`config.mk`:
```
export PLATFORM = sky130hd
export DESIGN_NAME = pxm_port_core
export DESIGN_NICKNAME = d
export VERILOG_FILES = /design/src/hdl/pxm_port_core.v
export VERILOG_INCLUDE_DIRS = /design/src /design/src/inc
export SDC_FILE = /design/constraint.sdc
export NUM_CORES = 1
export LEC_CHECK = 0
export BUFFER_PORTS_ARGS = -buffer_cell sky130_fd_sc_hd__clkbuf_2
export CELL_PAD_IN_SITES_DETAIL_PLACEMENT = 0
export CELL_PAD_IN_SITES_GLOBAL_PLACEMENT = 1
export CORE_MARGIN = 2
export CORE_UTILIZATION = 25
export DETAILED_ROUTE_END_ITERATION = 7
export GPL_TIMING_DRIVEN = 0
export PLACE_DENSITY = 0.53
export SLEW_MARGIN = 25
export SYNTH_ARGS = -nofsm -noshare
export SYNTH_HDL_FRONTEND = slang
export SYNTH_SLANG_ARGS = --single-unit
```
`constraint.sdc`:
```
create_clock -name i_ref_clk -period 2.26 [get_ports i_ref_clk]
set_input_delay 0.452 -clock i_ref_clk [delete_from_list [all_inputs] [get_ports i_ref_clk]]
set_output_delay 0.452 -clock i_ref_clk [all_outputs]
set_load 0.05 [all_outputs]
```
`src/inc/pxm_defs.vh`:
```
// register map, reset values and field positions of the port block
`ifndef PXM_DEFS_VH
`define PXM_DEFS_VH
// register addresses
`define PXM_ADR_P0_LATCH     8'h80
`define PXM_ADR_P1_LATCH     8'h90
`define PXM_ADR_P0_DRIVE     8'hA4
`define PXM_ADR_P1_DRIVE     8'hA5
`define PXM_ADR_P0_OVERV     8'hB0
`define PXM_ADR_P1_MASK      8'hBF
`define PXM_ADR_P0_MASK      8'hC7
`define PXM_ADR_P1_VALUE     8'hCF
`define PXM_ADR_P0_SKIP      8'hD4
`define PXM_ADR_P1_SKIP      8'hD5
`define PXM_ADR_P0_VALUE     8'hD7
`define PXM_ADR_ROUTE_B      8'hE2
`define PXM_ADR_P0_KIND      8'hF1
`define PXM_ADR_P1_KIND      8'hF2
// reset values
`define PXM_RST_LATCH        8'hFF
`define PXM_RST_DRIVE        8'h00
`define PXM_RST_OVERV        8'h00
`define PXM_RST_MASK         8'h00
`define PXM_RST_SKIP         8'h00
`define PXM_RST_VALUE        8'hFF
`define PXM_RST_ROUTE_B      8'h00
`define PXM_RST_KIND         8'hFF
// route_matrix_control_b fields
`define PXM_BIT_WPU_DIS      7
`define PXM_BIT_XBAR_EN      6
`define PXM_BIT_T1_EN        5
`define PXM_BIT_T0_EN        4
`define PXM_BIT_ECI_EN       3
`define PXM_CNT_MSB          2
`define PXM_CNT_LSB          0
`define PXM_CNT_MAX          3'h6
`endif

```
`src/hdl/pxm_port_core.v`:
```
// port data latches, pin modes, second crossbar register and port match
//
// What this block does
// - weak pullups on unless disabled, analog or driving
// - route enable bit turns crossbar on
// - timer and counter clock routing enables
// - channel count routes channels, 111 reserved
// - written port value held in latch
// - plain port read returns pin levels
// - read-modify-write reads the latch instead
// - ports writable by byte and bit
// - masked pins differing from value raise match
// - match requests interrupt and wakes oscillator
// - mask zero excludes pin from match
// - latch zero low, one high or open
// - analog pins read as zero
// - analog pin: no pullup, driver, receiver
// - output mode ignored for analog pins
// - two-wire bus pins always open-drain
// - skip bits make crossbar pass pins
// - port 0 overdrive mode per pin
// - crossbar off disables all output drivers
`include "pxm_defs.vh"

module pxm_port_core #(
   parameter NPIN = 16                          // two ports of eight pins
) (
   // clock and reset
   input  wire              i_ref_clk,
   input  wire              i_rst_b,
   // special function register access
   input  wire [7:0]        i_sfr_addr,         // register address
   input  wire              i_sfr_wr,           // write strobe
   input  wire [7:0]        i_sfr_wdata,        // byte write data
   input  wire              i_sfr_bit_wr,       // single bit write of port latch
   input  wire [2:0]        i_sfr_bit_sel,      // bit number for bit write
   input  wire              i_sfr_bit_val,      // bit value for bit write
   input  wire              i_sfr_rd,           // read strobe
   input  wire              i_sfr_rmw,          // read is part of read-modify-write
   output reg  [7:0]        o_sfr_rdata,        // read data, valid cycle after strobe
   // pins, port 1 in upper byte
   input  wire [NPIN-1:0]   i_pin,              // pad receiver levels
   output reg  [NPIN-1:0]   o_pin_out,          // pad output level
   output reg  [NPIN-1:0]   o_pin_oe,           // pad driver enable
   output reg  [NPIN-1:0]   o_pin_pullup_en,    // weak pullup enable
   output reg  [NPIN-1:0]   o_pin_digital_en,   // digital receiver enable
   output wire [7:0]        o_p0_hiz_overdrive, // port 0 overdrive mode
   // crossbar side
   input  wire [NPIN-1:0]   i_xbar_claim,       // pin given to a peripheral
   input  wire [NPIN-1:0]   i_xbar_data,        // peripheral output level
   input  wire [NPIN-1:0]   i_xbar_two_wire,    // pin carries two-wire bus line
   output wire [NPIN-1:0]   o_route_skip,       // pins the decoder must pass over
   output wire              o_route_matrix_enable,
   output wire              o_second_timer_input_route_enable,
   output wire              o_first_timer_input_route_enable,
   output wire              o_counter_clock_input_route_enable,
   output reg  [5:0]        o_compare_channel_route, // channel n routed
   // match event
   input  wire              i_match_interrupt_enable, // enable bit held elsewhere
   input  wire              i_match_pending_clear,    // clear pending flag
   output reg               o_port_match,             // mismatch level
   output reg               o_match_pending,          // sticky pending flag
   output wire              o_match_irq,              // interrupt request
   output wire              o_osc_wake                // suspend wake request
);

   // configuration registers
   reg  [NPIN-1:0] latch_ff;     // port output latches
   reg  [NPIN-1:0] drive_ff;     // 1 push-pull, 0 open-drain
   reg  [NPIN-1:0] kind_ff;      // 1 digital, 0 analog
   reg  [NPIN-1:0] skip_ff;      // crossbar skip bits
   reg  [NPIN-1:0] mask_ff;      // compare masks
   reg  [NPIN-1:0] value_ff;     // compare values
   reg  [7:0]      overv_ff;     // port 0 overdrive mode
   reg  [7:0]      route_ff;     // route_matrix_control_b
   // pin synchronisers
   reg  [NPIN-1:0] sync1_ff;     // first stage, read only by second
   reg  [NPIN-1:0] sync2_ff;
   reg  [NPIN-1:0] sync3_ff;
   reg  [NPIN-1:0] pin_ff;       // accepted pin level
   reg             match_d_ff;   // match level one cycle back

   wire [NPIN-1:0] pin_read;     // level seen by reads and compare
   wire            mism;         // combined mismatch
   reg  [7:0]      nxt_rdata;
   reg  [NPIN-1:0] nxt_out;
   reg  [NPIN-1:0] nxt_oe;
   reg  [NPIN-1:0] nxt_pu;
   integer         k;            // synchroniser loop index
   // each process owns its loop index so no variable has two drivers
   integer         kp;           // pad control loop index
   integer         kc;           // channel route loop index

   // byte select of a 16 bit register pair by port
   function [7:0] pxm_byte;
      input [15:0] v;
      input        hi;
      begin
         pxm_byte = hi ? v[15:8] : v[7:0];
      end
   endfunction

   // latch update for byte or bit write
   function [7:0] pxm_wr_byte;
      input [7:0] old;
      input       bitw;
      input [2:0] sel;
      input       bval;
      input [7:0] data;
      reg   [7:0] tmp;
      begin
         tmp = old;
         tmp[sel] = bval;
         pxm_wr_byte = bitw ? tmp : data;
      end
   endfunction

   wire wr_p0 = (i_sfr_wr | i_sfr_bit_wr) & (i_sfr_addr == `PXM_ADR_P0_LATCH);
   wire wr_p1 = (i_sfr_wr | i_sfr_bit_wr) & (i_sfr_addr == `PXM_ADR_P1_LATCH);

   // register writes; latches take byte or bit writes
   always @(posedge i_ref_clk or negedge i_rst_b) begin
      if (!i_rst_b) begin
         latch_ff <= {`PXM_RST_LATCH, `PXM_RST_LATCH};
         drive_ff <= {`PXM_RST_DRIVE, `PXM_RST_DRIVE};
         kind_ff  <= {`PXM_RST_KIND, `PXM_RST_KIND};
         skip_ff  <= {`PXM_RST_SKIP, `PXM_RST_SKIP};
         mask_ff  <= {`PXM_RST_MASK, `PXM_RST_MASK};
         value_ff <= {`PXM_RST_VALUE, `PXM_RST_VALUE};
         overv_ff <= `PXM_RST_OVERV;
         route_ff <= `PXM_RST_ROUTE_B;
      end else begin
         if (wr_p0) begin
            latch_ff[7:0] <= pxm_wr_byte(latch_ff[7:0], i_sfr_bit_wr, i_sfr_bit_sel,
                                         i_sfr_bit_val, i_sfr_wdata);
         end
         if (wr_p1) begin
            latch_ff[15:8] <= pxm_wr_byte(latch_ff[15:8], i_sfr_bit_wr, i_sfr_bit_sel,
                                          i_sfr_bit_val, i_sfr_wdata);
         end
         if (i_sfr_wr) begin
            case (i_sfr_addr)
               `PXM_ADR_P0_DRIVE: drive_ff[7:0]  <= i_sfr_wdata;
               `PXM_ADR_P1_DRIVE: drive_ff[15:8] <= i_sfr_wdata;
               `PXM_ADR_P0_KIND:  kind_ff[7:0]   <= i_sfr_wdata;
               `PXM_ADR_P1_KIND:  kind_ff[15:8]  <= i_sfr_wdata;
               `PXM_ADR_P0_SKIP:  skip_ff[7:0]   <= i_sfr_wdata;
               `PXM_ADR_P1_SKIP:  skip_ff[15:8]  <= i_sfr_wdata;
               `PXM_ADR_P0_MASK:  mask_ff[7:0]   <= i_sfr_wdata;
               `PXM_ADR_P1_MASK:  mask_ff[15:8]  <= i_sfr_wdata;
               `PXM_ADR_P0_VALUE: value_ff[7:0]  <= i_sfr_wdata;
               `PXM_ADR_P1_VALUE: value_ff[15:8] <= i_sfr_wdata;
               `PXM_ADR_P0_OVERV: overv_ff       <= i_sfr_wdata;
               `PXM_ADR_ROUTE_B:  route_ff       <= i_sfr_wdata;
               default: ;                       // unmapped: write ignored
            endcase
         end
      end
   end

   // three stage synchroniser; accept a level once stages two and three agree
   always @(posedge i_ref_clk or negedge i_rst_b) begin
      if (!i_rst_b) begin
         sync1_ff <= {NPIN{1'b0}};
         sync2_ff <= {NPIN{1'b0}};
         sync3_ff <= {NPIN{1'b0}};
         pin_ff   <= {NPIN{1'b0}};
      end else begin
         sync1_ff <= i_pin;
         sync2_ff <= sync1_ff;
         sync3_ff <= sync2_ff;
         for (k = 0; k < NPIN; k = k + 1) begin
            if (sync2_ff[k] == sync3_ff[k]) begin
               pin_ff[k] <= sync3_ff[k];
            end
         end
      end
   end

   // analog pins have no receiver and read as zero
   assign pin_read = pin_ff & kind_ff;

   // read mux; registered so data is stable a cycle after the strobe
   always @* begin
      nxt_rdata = o_sfr_rdata;
      if (i_sfr_rd) begin
         case (i_sfr_addr)
            // rmw reads the latch so open-drain highs held low are not lost
            `PXM_ADR_P0_LATCH: nxt_rdata = i_sfr_rmw ? latch_ff[7:0]
                                                     : pin_read[7:0];
            `PXM_ADR_P1_LATCH: nxt_rdata = i_sfr_rmw ? latch_ff[15:8]
                                                     : pin_read[15:8];
            `PXM_ADR_P0_DRIVE: nxt_rdata = pxm_byte(drive_ff, 1'b0);
            `PXM_ADR_P1_DRIVE: nxt_rdata = pxm_byte(drive_ff, 1'b1);
            `PXM_ADR_P0_KIND:  nxt_rdata = pxm_byte(kind_ff, 1'b0);
            `PXM_ADR_P1_KIND:  nxt_rdata = pxm_byte(kind_ff, 1'b1);
            `PXM_ADR_P0_SKIP:  nxt_rdata = pxm_byte(skip_ff, 1'b0);
            `PXM_ADR_P1_SKIP:  nxt_rdata = pxm_byte(skip_ff, 1'b1);
            `PXM_ADR_P0_MASK:  nxt_rdata = pxm_byte(mask_ff, 1'b0);
            `PXM_ADR_P1_MASK:  nxt_rdata = pxm_byte(mask_ff, 1'b1);
            `PXM_ADR_P0_VALUE: nxt_rdata = pxm_byte(value_ff, 1'b0);
            `PXM_ADR_P1_VALUE: nxt_rdata = pxm_byte(value_ff, 1'b1);
            `PXM_ADR_P0_OVERV: nxt_rdata = overv_ff;
            `PXM_ADR_ROUTE_B:  nxt_rdata = route_ff;
            default:           nxt_rdata = 8'h00; // unmapped reads zero
         endcase
      end
   end

   // pad control per pin
   always @* begin
      nxt_out = {NPIN{1'b0}};
      nxt_oe  = {NPIN{1'b0}};
      nxt_pu  = {NPIN{1'b0}};
      for (kp = 0; kp < NPIN; kp = kp + 1) begin
         // claimed pins carry the peripheral level, others the latch
         nxt_out[kp] = i_xbar_claim[kp] ? i_xbar_data[kp] : latch_ff[kp];
         // low driven when crossbar on and pin digital; high only in push-pull and never on two-wire lines
         nxt_oe[kp] = route_ff[`PXM_BIT_XBAR_EN] & kind_ff[kp] &
                      (~nxt_out[kp] |
                       (drive_ff[kp] & ~i_xbar_two_wire[kp]));
         // pullup off when disabled, analog, or actively driving
         nxt_pu[kp] = ~route_ff[`PXM_BIT_WPU_DIS] & kind_ff[kp] & ~nxt_oe[kp];
      end
   end

   // mismatch on either port under mask
   assign mism = |((pin_read ^ value_ff) & mask_ff);

   // registered outputs and match pending flag
   always @(posedge i_ref_clk or negedge i_rst_b) begin
      if (!i_rst_b) begin
         o_sfr_rdata      <= 8'h00;
         o_pin_out        <= {NPIN{1'b0}};
         o_pin_oe         <= {NPIN{1'b0}};
         o_pin_pullup_en  <= {NPIN{1'b0}};
         o_pin_digital_en <= {NPIN{1'b0}};
         o_port_match     <= 1'b0;
         match_d_ff       <= 1'b0;
         o_match_pending  <= 1'b0;
      end else begin
         o_sfr_rdata      <= nxt_rdata;
         o_pin_out        <= nxt_out;
         o_pin_oe         <= nxt_oe;
         o_pin_pullup_en  <= nxt_pu;
         o_pin_digital_en <= kind_ff;
         o_port_match     <= mism;
         match_d_ff       <= o_port_match;
         // a new edge wins over a clear in the same cycle
         if (o_port_match & ~match_d_ff) begin
            o_match_pending <= 1'b1;
         end else if (i_match_pending_clear) begin
            o_match_pending <= 1'b0;
         end
      end
   end

   // channel count to per-channel mask; reserved code routes none
   always @* begin
      o_compare_channel_route = 6'h00;
      for (kc = 0; kc < 6; kc = kc + 1) begin
         if (route_ff[`PXM_CNT_MSB:`PXM_CNT_LSB] <= `PXM_CNT_MAX &&
             kc < route_ff[`PXM_CNT_MSB:`PXM_CNT_LSB]) begin
            o_compare_channel_route[kc] = 1'b1;
         end
      end
   end

   assign o_route_skip                       = skip_ff;
   assign o_route_matrix_enable              = route_ff[`PXM_BIT_XBAR_EN];
   assign o_second_timer_input_route_enable  = route_ff[`PXM_BIT_T1_EN];
   assign o_first_timer_input_route_enable   = route_ff[`PXM_BIT_T0_EN];
   assign o_counter_clock_input_route_enable = route_ff[`PXM_BIT_ECI_EN];
   assign o_p0_hiz_overdrive                 = overv_ff;
   assign o_match_irq = o_match_pending & i_match_interrupt_enable;
   assign o_osc_wake  = o_port_match;

endmodule // pxm_port_core

```
---- Yosys cells after proc, flatten, opt, wreduce, memory -nomap -nowiden ----
Cells that the tools add are included.
storage, ports and cells
  flip-flop bits (word level) ............. 251
  output and inout port bits .............. 110
  logic and storage cells ................. 288
operators by class
  order comparisons ....................... 9
  eq/ne operators ......................... 30
  mux-type cells .......................... 33
  bitwise operators ....................... 154
  reduce and logical (&&, ||, !) cells .... 21
operators with widths
  kind                  number
  $eq A8 B8 Y1 const B  14
  $pmux W8 S14          1
  $and A1 B1 Y1         84
  $not A1 Y1            50
  $and A16 B16 Y16      2
  $mux W8               4
  $mux W1               25
  $reduce_and A2 Y1     12
  $or A1 B1 Y1          17
  $bwmux W8             2
  $eq A1 B1 Y1          16
  $reduce_or A16 Y1     1
  $xor A16 B16 Y16      1
  $logic_and A1 B1 Y1   7
  $lt A1 B3 Y1 const A  2
  $lt A2 B3 Y1 const A  2
  $lt A3 B3 Y1 const A  2
  $lt A3 B4 Y1 const B  1
  $demux W1 S3          1
  $ge A3 B1 Y1 const B  1
  $le A3 B3 Y1 const B  1
  $reduce_bool A2 Y1    1

---- Depth between registers and ports, before layout ----
  word-level depth ........................ 6
  gate-level depth with buffers ........... 8

---- Worst setup path after synthesis ----
No wires, ideal clock.
  path type ............................... input-to-reg
  start ................................... in i_sfr_addr[4]
  end ..................................... reg o_sfr_rdata[6]
  library setup time ...................... 99 ps
  arrival ................................. 1970 ps
  required time ........................... 2161 ps
  setup slack ............................. 191 ps
  stages on the path ...................... 7
  cells stage by stage .................... buf_2 -> nor4bb_1 -> nand2_1 -> and4_1 -> and3_1 -> buf_6 -> a311oi_1
between the ends
  longest elaborated chain between the ends .. 2
ends and longest elaborated chain
  what                    RTL line             source
  start: declaration      pxm_port_core.v:32   input wire [7:0] i_sfr_addr,
  $eq A8 B8 Y1            pxm_port_core.v:187  case (i_sfr_addr)
  $pmux W8 S14 *          pxm_port_core.v:187
  end signal: assignment  pxm_port_core.v:242  o_sfr_rdata <= nxt_rdata;
  end: declaration        pxm_port_core.v:40   output reg [7:0] o_sfr_rdata,
Every way passes the cells marked *; elsewhere a longest branch is shown, timed or not.
A chain may end at the register's enable or synchronous reset.

---- Worst setup path after layout ----
  start ................................... in i_sfr_addr[2]
  end ..................................... reg kind_ff[4]
between the ends
  longest elaborated chain between the ends .. 2
ends and longest elaborated chain
  what                                RTL line             source
  $eq A8 B8 Y1                        pxm_port_core.v:142  case (i_sfr_addr)
  $reduce_and A2 Y1 (no source line)  n/a
  end signal: assignment              pxm_port_core.v:126  kind_ff <= {`PXM_RST_KIND, `PXM_RST_KIND};
  end signal: assignment              pxm_port_core.v:145  `PXM_ADR_P0_KIND: kind_ff[7:0] <= i_sfr_wdata;
  end: declaration                    pxm_port_core.v:70   reg [NPIN-1:0] kind_ff;
No other way between the ends.

==> summary.md <==
| Metric | Value |
|---|---|
| CTS Buffer Depth | `3` |
| Setup CP Type | `in -> reg` |
| Vias in the first global route | `a little over 8,000` |
| Mapped Area | `around 11,000 µm²` |
| Iter 0 DRT Violations | `~440` |
| Synthesized area per cell | `between 10 and 15 µm²` |
| CP arrival | `about 2.7 ns` |
| Critical path's most frequent cell | `clkbuf_1` |
| TritonRoute pass-1 iters | `5` |
| Routed Antenna Nets | `0` |
| Sequential fraction of the synthesis area | `0.6009` |
| Clock Pin Slew Worst Setup and Hold Paths | `0.06 ns` |
| Clk_skew | `between 0.01 and 0.015 ns` |
| Sw Share | `0.2662` |
| Clock network power share | `0.466` |
| Overall die width | `roughly 210 µm` |
| Slowest cell on crit path | `nor2b_1` |
| Via count | `8,173` |
| P_int | `8321 µW` |
| WL/cell | `between 20 and 25 µm` |
| Dpl ws | `-0.7762 ns` |
| Async S/R FF share, synth | `1.000` |
| Post-synth top area cell | `dfrtp_1` |
| Worst vdd ir | `approximately 0.44 mV` |
| Relative slew slack | `0.3609` |
| Final hold vios | `0` |
| CTS H-Tree Depth | `1` |
| Sequential share of power | `0.435` |
| Max Freq | `about 460 MHz` |
| Comb power frac | `0.099` |
| Slowest stage delay, CP | `between 0.4 and 0.5 ns` |
| Std-Cell Core Area | `about 42,000 µm²` |
| Die ar. | `43,870 µm²` |
| Max_cap viols | `0` |
| Status | `finished, final reports clean` |
| CTS tree | `built` |
| EDFF count, synth | `0` |
| Setup WS post-layout | `0.09228 ns` |
| Area Growth Syn to Fin | `29.27%` |
| Routed wire length | `~40,000 µm` |
| Worst endpoint required time | `approximately 2.8 ns` |
| CP delay by family, top | `simple AND/OR/NAND/NOR gates` |
| Root buf cell | `clkbuf_16` |
| Gr usage total | `0.1797` |
| I/O Buffers | `200` |
| Postcts setup bufs | `0` |
| Library cells used by synthesis | `54` |
| Net Sw Power | `roughly 3000 µW` |
| Bufs and invs on worst path | `3` |
| Vias/cell | `around 4.7` |
| CTS sink count | `between 200 and 300` |
| DR DRC count | `0` |
| Gr ovfl total | `0` |
| Layout cell share with drive strength beyond 1 | `0.3342` |
| Count leader, synth | `dfrtp_1` |
| R2R depth | `5` |
| Syn nets | `1,010` |
| Total power | `between 10,000 and 15,000 µW` |
| Num CTS Buffers | `31` |
| Hold Path Class | `in -> reg` |
| Yosys reg bits | `about 250` |
| Pwr per Cell Area | `roughly 830 nW/µm²` |
| Tightest Pin Transition | `0.9586 ns` |
| Std-Cell Rows | `75` |
| Final setup vio count | `0` |
| Crit-path cells | `clkbuf_2, clkbuf_1, nor4b_2, nor2b_1, nand2_1, clkbuf_1, mux2_2` |
| Main flop type after synthesis | `dfrtp_1` |
| Hold path depth | `2` |
| RSZ-0062 raised after global routing | `no` |
| Final Cycle Share | `0.9592` |
| Gpl congestion | `roughly 0.87` |
| Cells after Synth | `a little over 900` |
| Largest net degree at the start of global routing | `73` |
| Synth warn | `0` |
| Leak | `between 0.006 and 0.007 µW` |
| First-pass GRT wire length | `57,700 µm` |
| Die height | `209.5 µm` |
| Layout Nets | `roughly 1,300` |
| Final Max Slew Viols | `0` |
| Initial antenna violation count | `1` |
| Synth area leaders | `dfrtp_1 (48%), dfstp_2 (12%), mux2_2 (8.0%)` |
| Starting Density | `0.2527` |
| Commonest cells in the netlist | `dfrtp_1 (203), nand2_1 (93), o21ai_0 (87), mux2_2 (75), dfstp_2 (48)` |
| Critical Path Start Type | `input pin` |
| Cell count along the critical path | `7` |
| Worst-path fanout max | `10` |
| Kind of end point of the critical path | `flip-flop` |
| Min cycle time layout | `approximately 2.2 ns` |
| Clk_lat worst skew | `just under 0.6 ns` |
| Setup TNS | `0 ns` |
| HPWL Detailed | `about 30,000 µm` |
| I/O pin cnt | `202` |
| Post-synth top area share | `0.4814` |
| Final hold slack | `about 0.046 ns` |
## cells by family after synthesis
| kind of cell | synth area share |
|---|---|
| flip-flops | 0.6009 |
| AO/OA/AOI/OAI | 0.1224 |
| adder cells (fa/ha/maj) | 0.01518 |
| AND/OR/NAND/NOR | 0.1154 |
| multiplexers | 0.09426 |
| buffers and inverters | 0.03699 |
| XOR/XNOR | 0.01494 |
## through the flow
stage                     utilization  cells  cell area, µm²
after floorplan                     -    918           10550
after global placement         0.2928   1657           12230
after detailed placement       0.2952   1660           12330
after CTS                      0.3258   1734           13610
after global routing           0.3266   1733           13640
final                          0.3267   1734           13640
## repair_timing
action / 4_1_cts / 5_1_grt
gates resized for setup: 2 / 11
pin swaps: 0 / 0
hold buffers: 17 / 0
setup endpoints to repair: 12 / 19
endpoints found under the hold margin: 73 / 0
## routing by layer
metal  global-route usage  vias up  part of all wire
li1                     -     3770                 -
met3              0.02768       41             0.052
met4              0.06065        0             0.029
met1               0.2431     4120              0.44
met2               0.2946      242              0.48
met5                    0        -                 0
## state kept, by name (all words and copies together), names as in the netlist, 8 cells and up
signal,flops
o_p0_hiz_overdrive,8
o_sfr_rdata,8
latch_ff,16
o_pin_oe,16
route_ff,8
drive_ff,16
value_ff,16
sync3_ff,16
o_route_skip,16
o_pin_pullup_en,16
mask_ff,16
pin_ff,16
o_pin_digital_en,16
sync2_ff,16
o_pin_out,16
kind_ff,16
sync1_ff,16
## power by group through the flow
stage / Clock (µW) / Combinational [µW] / Sequential [µW]
6_report: 5290 / 1130 / 4930
3_5_place_dp: 0 / 1120 / 5000
3_3_place_gp: 0 / 1090 / 5000
5_1_grt: 5630 / 1210 / 4950
4_1_cts: 5440 / 1140 / 4930
2_1_floorplan: 0 / 385 / 5170
## worst register-to-register path, cell delays in order (launching register included)
cell	delay [ns]
dfstp_2	0.65
nand2_1	0.17
xnor2_1	0.17
a22o_1	0.24
a221oi_1	0.38
nand4_1	0.29
## area by class of cell
class                   instances  area, µm²
diodes                          1      2.502
plain buffers                  52      220.2
clock buffers                  43      900.9
clock inverters                15      201.4
fillers                      4257      28120
inverters                      45      168.9
multi-input cells             568       3867
flip-flops and latches        251       6341
well taps                     539      674.4
repair buffers                220       1265
## placed cells by master, fill, tap and decap left out, types with 7 or more instances in the layout
master / instances
a311oi_1: 7
mux2_2: 75
a211oi_1: 21
a21oi_1: 23
o22ai_1: 8
o21ai_0: 87
dfstp_2: 48
clkbuf_8: 9
and3_1: 26
clkbuf_1: 44
nand2b_1: 10
nor2_1: 40
nand4_1: 7
mux2i_1: 15
maj3_1: 16
dlygate4sd3_1: 17
a221oi_1: 7
nor3_1: 7
a22o_1: 7
nor2b_1: 9
clkbuf_2: 201
nand3_1: 17
nand2_1: 93
dfrtp_1: 203
xnor2_1: 17
inv_1: 45
a22oi_1: 15
clkbuf_16: 31
## path summary, 6_finish.rpt
| kind | slack [ns] | to | startpoint |
|---|---|---|---|
| worst min-delay path | 0.05 | o_match_pending$_DFFE_PN0P_ | i_match_pending_clear |
| worst max-delay path | 0.09 | kind_ff[4]$_DFFE_PN1P_ | i_sfr_addr[2] |
| worst min register to register | 0.35 | sync2_ff[1]$_DFF_PN0_ | sync1_ff[1]$_DFF_PN0_ |
| worst max register to register | 0.13 | o_osc_wake$_DFF_PN0_ | kind_ff[9]$_DFFE_PN1P_ |
| min in group asynchronous | 0.41 | sync1_ff[0]$_DFF_PN0_ | i_rst_b |
| max in group asynchronous | 0.33 | kind_ff[13]$_DFFE_PN1P_ | i_rst_b |
Note: power is estimated with default switching activity, not from simulation.
